$ cat config.mk
export PLATFORM = sky130hd
export DESIGN_NAME = lcc_charger
export DESIGN_NICKNAME = d
export VERILOG_FILES = /design/src/hw/lcc_pkg.sv /design/src/hw/lcc_charger.sv /design/src/hw/lcc_sync.sv
export SDC_FILE = /design/constraint.sdc
export NUM_CORES = 1
export LEC_CHECK = 0
export ABC_CLOCK_PERIOD_IN_PS = 3950
export BUFFER_PORTS_ARGS = -buffer_cell sky130_fd_sc_hd__buf_2
export CORE_ASPECT_RATIO = 1.25
export CORE_UTILIZATION = 57
export DETAILED_ROUTE_END_ITERATION = 12
export PLACE_DENSITY = 0.83
export SLEW_MARGIN = 30
export SYNTH_ARGS = -nofsm -noshare
export SYNTH_HDL_FRONTEND = slang
export SYNTH_HIERARCHICAL = 1
export SYNTH_SLANG_ARGS = --single-unit
$ cat constraint.sdc
create_clock -name clk -period 3.95 [get_ports clk]
set_clock_uncertainty 0.2 [all_clocks]
set_input_delay 0.1975 -clock clk [delete_from_list [all_inputs] [get_ports clk]]
set_output_delay 0.1975 -clock clk [all_outputs]
set_load 0.05 [all_outputs]
$ cat src/hw/lcc_pkg.sv
// Package: shared constants and carrier types for the linear charge controller
package lcc_pkg;
    // Clock rate and derived counts
    localparam int CLK_HZ = 50_000_000;
    localparam int CLK_NS = 20;
    localparam int INT_PULSE_NS = 128_000;                         // Interrupt pulse width, ns
    localparam int INT_PULSE_CYC = INT_PULSE_NS / CLK_NS;          // Rounds down, longest time
    localparam int PAUSE_US = 1000;                                // Current-change pause, us
    localparam int PAUSE_CYC = PAUSE_US * 1000 / CLK_NS;           // Pause in cycles
    localparam int MS_CYC = CLK_HZ / 1000;                         // One millisecond tick
    localparam int WDOG_S = 50;                                    // Host watchdog, s
    localparam int WDOG_MS = WDOG_S * 1000;                        // Watchdog in ms ticks
    localparam int MIN_MS = 60_000;                                // Milliseconds per minute
    localparam int PRE_DIV = 4;                                    // Pre-charge limit is 25%
    // Safety timer settings, minutes
    localparam logic [9:0] TMR_MIN_0 = 10'h0b4;                    // 180 min
    localparam logic [9:0] TMR_MIN_1 = 10'h168;                    // 360 min
    localparam logic [9:0] TMR_MIN_2 = 10'h2d0;                    // 720 min
    localparam logic [1:0] SAFETY_SEL_RST = 2'h0;
    // Input-voltage loop threshold code: 4.2 V + code*100 mV, 0..7
    localparam logic [2:0] VIN_THR_RST = 3'h0;
    localparam logic [2:0] VIN_THR_MAX = 3'h7;
    // Charger parameter block, defaults restored by the watchdog
    typedef struct packed {
        logic       charge_disable;    // Charge-inhibit bit
        logic       vin_loop_en;       // Input-voltage loop enable
        logic [2:0] vin_thr;           // Input-voltage loop threshold code
        logic [1:0] safety_sel;        // Safety timer duration select
        logic       timer_doubling_enable;
        logic       track_mode;        // System rail tracks battery
        logic [7:0] fast_code;         // Fast-charge current code
        logic [7:0] pre_code;          // Pre-charge current code
    } lcc_cfg_t;
    localparam lcc_cfg_t CFG_RST = '{1'b0, 1'b0, VIN_THR_RST, SAFETY_SEL_RST, 1'b0, 1'b0,
                                     8'h40, 8'h08};
    // Synchronized analog status inputs
    typedef struct packed {
        logic vin_above_uvlo;
        logic vin_above_sleep;
        logic vin_overvoltage;
        logic below_precharge_exit;
        logic at_termination_current;
        logic cv_loop;
        logic cc_loop;
        logic vin_loop;
        logic path_loop;
        logic thermal_loop;
        logic temp_warm;
        logic rail_below_entry;
        logic rail_above_exit;
    } lcc_ana_t;
    // Reported status
    typedef struct packed {
        logic vin_loop_stat;
        logic path_loop_stat;
        logic ovp_stat;
        logic supplement;
        logic charging;
        logic fast;
        logic done;
        logic timer_fault;
    } lcc_stat_t;
    typedef enum {ST_IDLE, ST_PRE, ST_FAST, ST_DONE, ST_FAULT} lcc_state_t;
endpackage

$ cat src/hw/lcc_charger.sv
// Charge controller: enable gating, charge sequencing, faults, timers, watchdog
//
// Behaviour
// - Charging allowed only with enable pin low and inhibit bit zero.
// - Enable pin high with valid input keeps charge transistor off.
// - Input valid only above undervoltage, above battery+sleep, below overvoltage.
// - Below pre-charge exit voltage: pre-charge current, timer limit 25 percent.
// - At pre-charge exit voltage switch to fast charge current.
// - Terminate at termination current only while CV loop active in fast charge.
// - No termination while input, power-path or thermal loop active.
// - No termination while battery temperature is warm.
// - Any charge current change pauses charging about 1 ms first.
// - Input-voltage loop off after reset, host enables; threshold 4.2-4.9 V.
// - Power-path loop reduces charge current when rail drops near battery.
// - Power-path loop inactive when rail tracks battery.
// - Active input or power-path loop sets status bits and flags.
// - Supplement mode enter/exit by offsets; termination disabled throughout.
// - Overvoltage: input transistor off, one interrupt pulse, flag and status set.
// - Overvoltage status clears with fault; flag clears on read after fault gone.
// - Safety timer starts each cycle; expiry without termination disables charge.
// - Safety timer expiry: one interrupt pulse and fault flag set.
// - Timer fault left only by toggling enable pin or input power.
// - Timer fault flag clears on host read even if fault persists.
// - New timer duration written while running restarts the timer.
// - Doubling option: timer half rate while non-CC/CV loop active.
// - 50 s watchdog restarts on bus transaction; expiry restores defaults.
// - Each interrupt is one active-low 128 us pulse.
`timescale 1ns/1ns
`default_nettype none
module lcc_charger
    import lcc_pkg::*;
#(
    parameter int MS_TICK = MS_CYC,          // Cycles per millisecond tick
    parameter int PAUSE_LEN = PAUSE_CYC,     // Current-change pause cycles
    parameter int WDOG_LEN = WDOG_MS,        // Watchdog length in ticks
    parameter int MIN_LEN = MIN_MS           // Ticks per safety minute
) (
    input wire logic clk,                    // System clock, 50 MHz
    input wire logic rst,                    // Synchronous reset, active high
    input wire logic charge_enable_n,        // Charge-enable pin, active low
    input wire lcc_ana_t ana_in,             // Raw analog loop/comparator states
    input wire logic cfg_wr,                 // Host parameter write strobe
    input wire lcc_cfg_t cfg_wdata,          // Host parameter write data
    input wire logic bus_txn,                // Pulse on every bus transaction
    input wire logic wdog_en,                // Watchdog enable, high from reset
    input wire logic flag_rd,                // Host read of the flag register
    output lcc_cfg_t cfg,                    // Current charger parameters
    output lcc_stat_t stat,                  // Live status bits
    output logic [3:0] flags,                // {timer, ovp, path, vin} flags
    output logic charge_fet_on,              // Battery charge transistor on
    output logic input_fet_on,               // Input transistor on
    output logic [7:0] current_code,         // Applied charge current code
    output logic int_n                       // Interrupt output, active low
);
    ////////////////////////////////////////////////////////////////////////
    lcc_ana_t a;
    lcc_sync #(.W($bits(lcc_ana_t))) u_sync (.clk(clk), .rst(rst), .d(ana_in), .q(a));
    logic ce_n_s;
    lcc_sync #(.W(1)) u_ce_sync (.clk(clk), .rst(rst), .d(charge_enable_n), .q(ce_n_s));

    lcc_state_t state_reg;
    logic input_valid, enable, power_loop, supp_reg, ce_n_d_reg, valid_d_reg, toggle;
    logic [31:0] ms_cnt_reg, pause_cnt_reg, wd_cnt_reg, tmr_ms_reg, int_cnt_reg;
    logic [9:0] tmr_min_reg, limit_min;
    logic half_reg, expire, terminate, ovp_d_reg;
    logic [7:0] target_code;
    logic [3:0] flags_reg;
    logic ms_tick, wd_expire;

    function automatic logic [9:0] safety_minutes(input logic [1:0] sel);
        case (sel)
            2'h0: safety_minutes = TMR_MIN_0;
            2'h1: safety_minutes = TMR_MIN_1;
            default: safety_minutes = TMR_MIN_2;
        endcase
    endfunction

    ////////////////////////////////////////////////////////////////////////
    // Input validity and enable gating
    assign input_valid = a.vin_above_uvlo && a.vin_above_sleep && !a.vin_overvoltage;
    assign enable = !ce_n_s && !cfg.charge_disable;
    // Loops other than CC/CV, plus warm battery temperature; path loop ignored while tracking battery
    assign power_loop = (a.vin_loop && cfg.vin_loop_en) || (a.path_loop && !cfg.track_mode)
                        || a.thermal_loop || a.temp_warm;
    assign terminate = state_reg == ST_FAST && a.at_termination_current && a.cv_loop
                       && !(a.vin_loop && cfg.vin_loop_en) && !(a.path_loop && !cfg.track_mode)
                       && !a.thermal_loop
                       && !a.temp_warm
                       && !supp_reg;
    assign toggle = (ce_n_s && !ce_n_d_reg) || (!input_valid && valid_d_reg);

    // Millisecond tick divider
    assign ms_tick = ms_cnt_reg == 32'(MS_TICK - 1);
    always_ff @(posedge clk) begin
        if (rst || ms_tick) ms_cnt_reg <= '0;
        else ms_cnt_reg <= ms_cnt_reg + 32'h1;
    end

    // Edge history for toggle detection and the overvoltage interrupt edge
    always_ff @(posedge clk) begin
        if (rst) begin
            ce_n_d_reg <= 1'b0;
            valid_d_reg <= 1'b0;
            ovp_d_reg <= 1'b0;
        end else begin
            ce_n_d_reg <= ce_n_s;
            valid_d_reg <= input_valid;
            ovp_d_reg <= a.vin_overvoltage;
        end
    end

    ////////////////////////////////////////////////////////////////////////
    // Watchdog: restarts on each transaction, restores defaults on expiry
    assign wd_expire = wdog_en && ms_tick && wd_cnt_reg == 32'(WDOG_LEN - 1);
    always_ff @(posedge clk) begin
        if (rst || bus_txn || !wdog_en || wd_expire) wd_cnt_reg <= '0;
        else if (ms_tick) wd_cnt_reg <= wd_cnt_reg + 32'h1;
    end

    // Parameter registers
    always_ff @(posedge clk) begin
        if (rst || wd_expire) cfg <= CFG_RST;
        else if (cfg_wr) cfg <= cfg_wdata;
    end

    ////////////////////////////////////////////////////////////////////////
    // Charge state machine
    always_ff @(posedge clk) begin
        if (rst) begin
            state_reg <= ST_IDLE;
        end else begin
            case (state_reg)
                ST_IDLE: if (input_valid && enable)
                    state_reg <= a.below_precharge_exit ? ST_PRE : ST_FAST;
                ST_PRE: begin
                    if (!input_valid || !enable) state_reg <= ST_IDLE;
                    else if (expire) state_reg <= ST_FAULT;
                    else if (!a.below_precharge_exit) state_reg <= ST_FAST;
                end
                ST_FAST: begin
                    if (!input_valid || !enable) state_reg <= ST_IDLE;
                    else if (expire) state_reg <= ST_FAULT;
                    else if (terminate) state_reg <= ST_DONE;
                end
                ST_DONE: if (!input_valid || !enable) state_reg <= ST_IDLE;
                ST_FAULT: if (toggle) state_reg <= ST_IDLE;
                default: state_reg <= ST_IDLE;
            endcase
        end
    end

    // Supplement mode hysteresis
    always_ff @(posedge clk) begin
        if (rst) supp_reg <= 1'b0;
        else if (a.rail_below_entry) supp_reg <= 1'b1;
        else if (a.rail_above_exit) supp_reg <= 1'b0;
    end

    ////////////////////////////////////////////////////////////////////////
    // Safety timer; pre-charge limit is a quarter of fast limit
    assign limit_min = (state_reg == ST_PRE) ? safety_minutes(cfg.safety_sel) / 10'(PRE_DIV)
                                             : safety_minutes(cfg.safety_sel);
    assign expire = tmr_min_reg >= limit_min;
    always_ff @(posedge clk) begin
        if (rst || state_reg == ST_IDLE || state_reg == ST_DONE
            || (cfg_wr && cfg_wdata.safety_sel != cfg.safety_sel)) begin
            tmr_ms_reg <= '0;
            tmr_min_reg <= '0;
            half_reg <= 1'b0;
        end else if (state_reg != ST_FAULT && ms_tick) begin
            half_reg <= !half_reg;
            if (!(cfg.timer_doubling_enable && power_loop && half_reg)) begin
                if (tmr_ms_reg == 32'(MIN_LEN - 1)) begin
                    tmr_ms_reg <= '0;
                    tmr_min_reg <= tmr_min_reg + 10'h1;
                end else begin
                    tmr_ms_reg <= tmr_ms_reg + 32'h1;
                end
            end
        end
    end

    ////////////////////////////////////////////////////////////////////////
    // Current setting with pause on every change
    assign target_code = (state_reg == ST_PRE) ? cfg.pre_code : cfg.fast_code;
    always_ff @(posedge clk) begin
        if (rst) begin
            current_code <= CFG_RST.pre_code;
            pause_cnt_reg <= '0;
        end else if (pause_cnt_reg != 0) begin
            pause_cnt_reg <= pause_cnt_reg - 32'h1;
            if (pause_cnt_reg == 32'h1) current_code <= target_code;
        end else if (target_code != current_code) begin
            pause_cnt_reg <= 32'(PAUSE_LEN);
        end
    end

    // Transistor drive
    always_ff @(posedge clk) begin
        if (rst) begin
            charge_fet_on <= 1'b0;
            input_fet_on <= 1'b0;
        end else begin
            charge_fet_on <= (state_reg == ST_PRE || state_reg == ST_FAST) && enable
                             && input_valid && pause_cnt_reg == 0;
            input_fet_on <= !a.vin_overvoltage;
        end
    end

    ////////////////////////////////////////////////////////////////////////
    // Flags: set wins over read-clear
    always_ff @(posedge clk) begin
        if (rst) begin
            flags_reg <= '0;
        end else begin
            flags_reg[0] <= (a.vin_loop && cfg.vin_loop_en) || (flags_reg[0] && !flag_rd);
            flags_reg[1] <= (a.path_loop && !cfg.track_mode)
                            || (flags_reg[1] && !flag_rd);
            flags_reg[2] <= a.vin_overvoltage
                            || (flags_reg[2] && !flag_rd);
            flags_reg[3] <= (expire && (state_reg == ST_PRE || state_reg == ST_FAST))
                            || (flags_reg[3] && !flag_rd);
        end
    end
    assign flags = flags_reg;

    // Live status
    always_ff @(posedge clk) begin
        if (rst) begin
            stat <= '0;
        end else begin
            stat.vin_loop_stat <= a.vin_loop && cfg.vin_loop_en;
            stat.path_loop_stat <= a.path_loop && !cfg.track_mode;
            stat.ovp_stat <= a.vin_overvoltage;
            stat.supplement <= supp_reg;
            stat.charging <= state_reg == ST_PRE || state_reg == ST_FAST;
            stat.fast <= state_reg == ST_FAST;
            stat.done <= state_reg == ST_DONE;
            stat.timer_fault <= state_reg == ST_FAULT;
        end
    end

    ////////////////////////////////////////////////////////////////////////
    // Interrupt pulse generator, 128 us low per event
    always_ff @(posedge clk) begin
        if (rst) int_cnt_reg <= '0;
        else if ((a.vin_overvoltage && !ovp_d_reg)
                 || (expire && (state_reg == ST_PRE || state_reg == ST_FAST)))
            int_cnt_reg <= 32'(INT_PULSE_CYC);
        else if (int_cnt_reg != 0) int_cnt_reg <= int_cnt_reg - 32'h1;
    end
    assign int_n = (int_cnt_reg == 0);

    ////////////////////////////////////////////////////////////////////////
    a_int_width: assert property (@(posedge clk) disable iff (rst)
        $fell(int_n) |-> !int_n [*8]) else $error("Interrupt pulse too short");
    a_fet_gate: assert property (@(posedge clk) disable iff (rst)
        charge_fet_on |-> !$past(cfg.charge_disable) && $past(input_valid)) else $error("Charge while disabled");
    a_ovp_input: assert property (@(posedge clk) disable iff (rst)
        a.vin_overvoltage |=> !input_fet_on) else $error("Input transistor on in overvoltage");
    a_ovp_flag: assert property (@(posedge clk) disable iff (rst)
        a.vin_overvoltage |=> flags[2] && stat.ovp_stat) else $error("Overvoltage flag not set");
    a_fault_stay: assert property (@(posedge clk) disable iff (rst)
        state_reg == ST_FAULT && !toggle |=> state_reg == ST_FAULT) else $error("Fault left without toggle");
    a_term_qual: assert property (@(posedge clk) disable iff (rst)
        state_reg == ST_FAST && a.temp_warm |=> state_reg != ST_DONE) else $error("Terminated while warm");
    a_pause_off: assert property (@(posedge clk) disable iff (rst)
        pause_cnt_reg != 0 |=> !charge_fet_on) else $error("Charging during pause");
    a_tmr_flag: assert property (@(posedge clk) disable iff (rst)
        state_reg == ST_FAST && expire |=> flags[3] && !int_n) else $error("Timer expiry not flagged");
    a_wd_default: assert property (@(posedge clk) disable iff (rst)
        wd_expire |=> cfg == CFG_RST) else $error("Watchdog did not restore defaults");
endmodule // lcc_charger
`default_nettype wire

$ cat src/hw/lcc_sync.sv
// Two flip-flop synchronizer for a bundle of levels
`timescale 1ns/1ns
`default_nettype none
module lcc_sync #(
    parameter int W = 1
) (
    input wire logic clk,            // System clock
    input wire logic rst,            // Synchronous reset
    input wire logic [W-1:0] d,      // Asynchronous levels
    output logic [W-1:0] q           // Synchronized levels
);
    logic [W-1:0] meta_reg;

    // Two stages; the first feeds only the second
    always_ff @(posedge clk) begin
        if (rst) begin
            meta_reg <= '0;
            q <= '0;
        end else begin
            meta_reg <= d;
            q <= meta_reg;
        end
    end
endmodule // lcc_sync
`default_nettype wire

==> flow_metrics.tcl, run 1 <==
set metrics [dict create \
    power.switching_mw 3.011 \
    path_max_fanout 16 \
    slew_violations 0 \
    numPlacedInstances 1610 \
    wl_met1_mm 10.67 \
    grt_pass1_vias 9268 \
    wl_per_cell_um 14.69 \
    path_clk_slew_ns 0.06 \
    routed-wl-met2_mm 12.17 \
    period_needed_ns 3.518 \
    finalSetupViolCount 0 \
    grt_max_degree 66 \
    finalSetupTns_ns 0 \
    rows 56 \
    slowest_delay_ns 0.48 \
    htree_levels 1 \
    num_vias 9519 \
    wl_met3_um 989 \
    cts-root-buf "clkbuf_16" \
    viasPerCell 5.609 \
    cts_inserted_buffers 24 \
    antenna_found_initial 0 \
    ant_nets 0 \
    worstPathArrival_ns 3.72 \
    switching_share_pct 35.35 \
    synth_nets 1359 \
    syn_inst 1296 \
    p_comb_share_pct 33.0 \
    critical_path_class "flop to flop" \
    fmax_ghz 0.2842 \
    syn_area_sq_mm 0.01114 \
    clkSinkCount 250 \
    seqPwrFrac_pct 37.7 \
    start_util_pct 58.68 \
    internal-power_mw 5.508 \
    finalHoldViolations 0 \
    worstMarginPinSlew_ns 0.7987 \
    peakVddDrop_v 0.0003600 \
    grt_usage_pct 25.46 \
    p_leak_nw 5.069 \
    fin_nets 1481 \
    path_buf_inv 1 \
    dr.max_layer_used "met4" \
    power.density_mw_per_mm2 650.0 \
    cts.path.max_buffers 3 \
    hold_path_depth 3 \
    drc_errors 0 \
    crit_path_top_delay_cell "or3_1" \
    coreArea_sq_mm 0.01899 \
    antennaDiodeCount 0 \
    dpl.hpwl_mm 16.35 \
    whs_ns 0.1651 \
    cp.depth 12 \
    grt_overflow 0 \
    routed_wl_mm 24.92 \
    rsz0062_at_grt "no" \
    place.port_buffers 91 \
    hold_path_class "input port to flop" \
    clock_latency_ns 0.52 \
    cp_top_family "simple AND/OR/NAND/NOR gates" \
    stdcell_count 1697 \
    cts_tree "yes" \
    cts_resized 0 \
    r2r_cells 12 \
    cp_cell_sequence "nor2b_1 -> nand2_1 -> nand3b_1 -> nand2_1 -> ha_1 -> o21ai_0 -> a21oi_1 -> a21oi_1 -> nor3_1 -> or3_1 -> buf_4 -> nor2_1" \
    area_growth_pct 17.63 \
    place_congestion 0.8604 \
    grt_pass1_wl_mm 42.50 \
    syn_area_per_cell_sq_um 8.597 \
    drive_gt1_share_pct 11.35 \
    ios 93 \
    yosysWarnings 6 \
    clockPowerShare_pct 29.3 \
    drt_iter0_drc 569 \
    dieArea_sq_mm 0.02011 \
    end_kind "flop" \
    maxSlewHeadroom_pct 46.31 \
    die_h_um 158.3 \
    drtPass1Iterations 5 \
    r2r_slack_ns 0.43 \
    startpoint_type "flop" \
    drv_cap 0 \
    fp.dieW_um 127.1 \
    period_share_pct 89.08 \
    critPathRequiredTime_ns 4.16 \
    status "completed" \
]
metal layers:
metal / track usage [%] / up-vias
met5: 0 / -
met4: 12.98 / 0
met3: 3.663 / 78
met2: 45.16 / 214
met1: 30.06 / 4523
li1: - / 4704
cell usage in the layout (no fill, tap or decap), drive strengths merged, types with 7 or more instances in the layout:
cell / count
dfxtp: 250
nor2: 240
buf: 105
xor2: 93
nand2: 91
nand3: 55
xnor2: 47
dlygate4sd3: 43
nand4: 43
nor3: 42
a21oi: 42
nor4: 38
nor2b: 36
mux2i: 36
clkbuf: 34
inv: 31
and3: 23
o21ai: 20
ha: 18
or3: 17
and2: 13
a211oi: 9
nor4b: 9
or2: 9
nand2b: 8
or4: 8
o31ai: 7
tightest hold or removal path, cell delays in order:
cell and delay, ns:
buf_2 0.36, mux2i_1 0.21, nor2_1 0.07
power groups by stage:
stage	Combinational [mW]	Sequential [mW]	Clock [mW]
floorplan	2.10	3.30	0
CTS	2.79	3.20	2.53
detailed placement	2.73	3.25	0
global route	3.14	3.26	2.65
finish	2.81	3.21	2.50
global placement	2.67	3.24	0
final timing paths:
kind,end,start
min reg2reg,u_sync/q[0],u_sync/meta_reg[0]
max reg2reg,int_cnt_reg[21],state_reg[0]
max,int_cnt_reg[21],state_reg[0]
min,cfg[13],cfg_wr
through the flow:
step	power (mW)	util (%)	setup WS, ns	instance area, sq um
floorplan	5.397	-	0.6165	11140
global placement	5.908	62.14	0.6549	11800
detailed placement	5.989	62.14	0.5274	11800
CTS	8.528	69.02	0.4671	13110
global route	9.060	69.02	0.2296	13110
finish	8.519	69.02	0.4315	13110
area by class of cell:
cell class                      count  area [sq um]
Clock buffer                       34         719.4
Clock inverter                     10         157.7
Fill cell                        1433          5882
Inverter                           31         116.4
Multi-Input combinational cell    963          5791
Sequential cell                   250          5005
Tap cell                          261         326.6
Timing Repair Buffer              148         991.0
repair_timing:
| item | in CTS | in global routing |
|---|---|---|
| endpoints found under the hold margin | 49 | 0 |
| buffers inserted | 0 | 0 |
| hold buffers | 43 | 0 |
Note: power is estimated with default switching activity, not from simulation.
==> run 2: changes to the inputs <==
--- a/config.mk
+++ b/config.mk
@@ -8,9 +8,9 @@
 export ABC_CLOCK_PERIOD_IN_PS = 3950
 export BUFFER_PORTS_ARGS = -buffer_cell sky130_fd_sc_hd__buf_2
 export CORE_ASPECT_RATIO = 1.25
-export CORE_UTILIZATION = 57
+export CORE_UTILIZATION = 30
 export DETAILED_ROUTE_END_ITERATION = 12
-export PLACE_DENSITY = 0.83
+export PLACE_DENSITY = 0.52
 export SLEW_MARGIN = 30
 export SYNTH_ARGS = -nofsm -noshare
 export SYNTH_HDL_FRONTEND = slang
==> run 2 against run 1 <==
  * Maximum frequency rose by 1.8%
  * Wire length rose by 3.6%
  * Via count fell by 4.0%
  * Highest routed layer unchanged
==> flow_metrics.tcl, run 2 (same netlist as run 1, synthesis figures left out) <==
set metrics [dict create \
    cp_top_family "compound AO/OA/AOI/OAI gates" \
    ios 93 \
    area_growth_pct 21.00 \
    rsz0062_at_grt "no" \
    slew_violations 0 \
    r2r_slack_ns 0.49 \
    cts_tree "yes" \
    cts.path.max_buffers 3 \
    place_congestion 0.8322 \
    dpl.hpwl_mm 17.97 \
    p_leak_nw 5.130 \
    grt_pass1_wl_mm 43.10 \
    wl_per_cell_um 13.41 \
    num_vias 9141 \
    place.port_buffers 91 \
    htree_levels 1 \
    startpoint_type "flop" \
    coreArea_sq_mm 0.03640 \
    maxSlewHeadroom_pct 48.50 \
    path_common_cell "a21oi_1" \
    r2r_cells 11 \
    clock_latency_ns 0.54 \
    ant_nets 0 \
    holdPathEnd "cfg[11]" \
    finalHoldViolations 0 \
    cts_inserted_buffers 28 \
    final_cell_mix "dfxtp_1 (250), nor2_1 (240), xor2_1 (93), nand2_1 (91), buf_2 (91)" \
    power.density_mw_per_mm2 649.3 \
    drv_cap 0 \
    finalSetupTns_ns 0 \
    grt_overflow 0 \
    end_kind "flop" \
    cts-root-buf "clkbuf_16" \
    rows 78 \
    peakVddDrop_v 0.0002853 \
    drtPass1Iterations 4 \
    grt_usage_pct 13.58 \
    power_mw 8.754 \
    drc_errors 0 \
    grt_max_degree 41 \
    routed_wl_mm 25.81 \
    fmax_ghz 0.2894 \
    dieArea_sq_mm 0.03792 \
    r2r_start "state_reg[0]" \
    hold_start "cfg_wr" \
    hold_path_class "input port to flop" \
    period_share_pct 87.47 \
    status "completed" \
    finalSetupViolCount 0 \
    drt_iter0_drc 350 \
    die_h_um 217.5 \
    antennaDiodeCount 0 \
    layout_commonest_cell "dfxtp_1" \
    grt_pass1_vias 8775 \
    cp_cell_sequence "nor3b_2 -> buf_4 -> a21oi_1 -> ha_1 -> a2111oi_0 -> o21ai_0 -> a21oi_1 -> nor3_1 -> or3_1 -> buf_4 -> a21oi_1" \
    period_needed_ns 3.455 \
    drive_gt1_share_pct 11.77 \
    cts_setup_buffers 0 \
    viasPerCell 4.751 \
    cts_resized 0 \
    path_clk_slew_ns 0.06 \
    hold_path_depth 3 \
    clkSinkCount 250 \
    start_util_pct 30.61 \
    rr_endpoint "int_cnt_reg[14]" \
    worstPathArrival_ns 3.73 \
    antenna_found_initial 0 \
    path_max_fanout 18 \
    crit_path_top_delay_cell "or3_1" \
    fin_nets 1485 \
    critical_path_class "flop to flop" \
    critPathRequiredTime_ns 4.22 \
    path_buf_inv 2 \
    slowest_delay_ns 0.53 \
    worstMarginPinSlew_ns 0.7725 \
    fp.dieW_um 174.4 \
]
run 2: worst max path at each step:
stage,from,end,slack [ns],depth (start not counted)
floorplan,state_reg[2],int_cnt_reg[0],0.62,15
global placement,state_reg[0],int_cnt_reg[14],0.52,12
detailed placement,state_reg[0],int_cnt_reg[30],0.46,11
CTS,state_reg[0],int_cnt_reg[30],0.45,11
global route,state_reg[0],int_cnt_reg[30],0.14,11
finish,state_reg[0],int_cnt_reg[14],0.49,11
run 2: worst reg2reg max path, stage by stage (launching register included):
cell       delay [ns]
dfxtp_1          0.45
nor3b_2          0.27
buf_4            0.26
a21oi_1          0.12
ha_1             0.20
a2111oi_0        0.37
o21ai_0          0.18
a21oi_1          0.25
nor3_1           0.15
or3_1            0.53
buf_4            0.29
a21oi_1          0.13
run 2: cell type report:
type                    instances  area (sq um)
fillers                      3756         22920
multi-input cells             963          5797
flip-flops and latches        250          5005
repair buffers                148         985.9
clock buffers                  44         862.1
well taps                     480         600.6
inverters                      31         116.4
clock inverters                 8         115.1
run 2: through the flow:
stage	instances	instance area (sq um)	utilization, %	hold slack [ns]	worst slack, ns
after floorplan	1296	11140	-	0.06911	0.6165
after global placement	1831	12090	33.22	0.2049	0.5197
after detailed placement	1831	12090	33.22	0.2063	0.4632
after CTS	1924	13480	37.04	0.08630	0.4466
after global routing	1924	13480	37.04	0.1229	0.1405
final	1924	13480	37.04	0.1242	0.4948
run 2: metal layers:
metal  share of wire (%)  track usage, %  vias to the layer above
met5                   0               0                        -
met4                 2.7           4.825                        0
met3                 3.2           2.232                       40
met2                  47           23.36                      112
met1                  47           17.03                     4273
li1                    -               -                     4716
run 2: timing repair:
action	4_1_cts	5_1_grt
endpoints found under the hold margin	48	0
hold buffers	41	0
setup endpoints to repair	0	0
run 2: power breakdown:
part           internal [mW]  switching (mW)  total, mW
clock network           1.68            1.03       2.72
registers               2.87           0.339       3.21
logic                   1.11            1.71       2.82
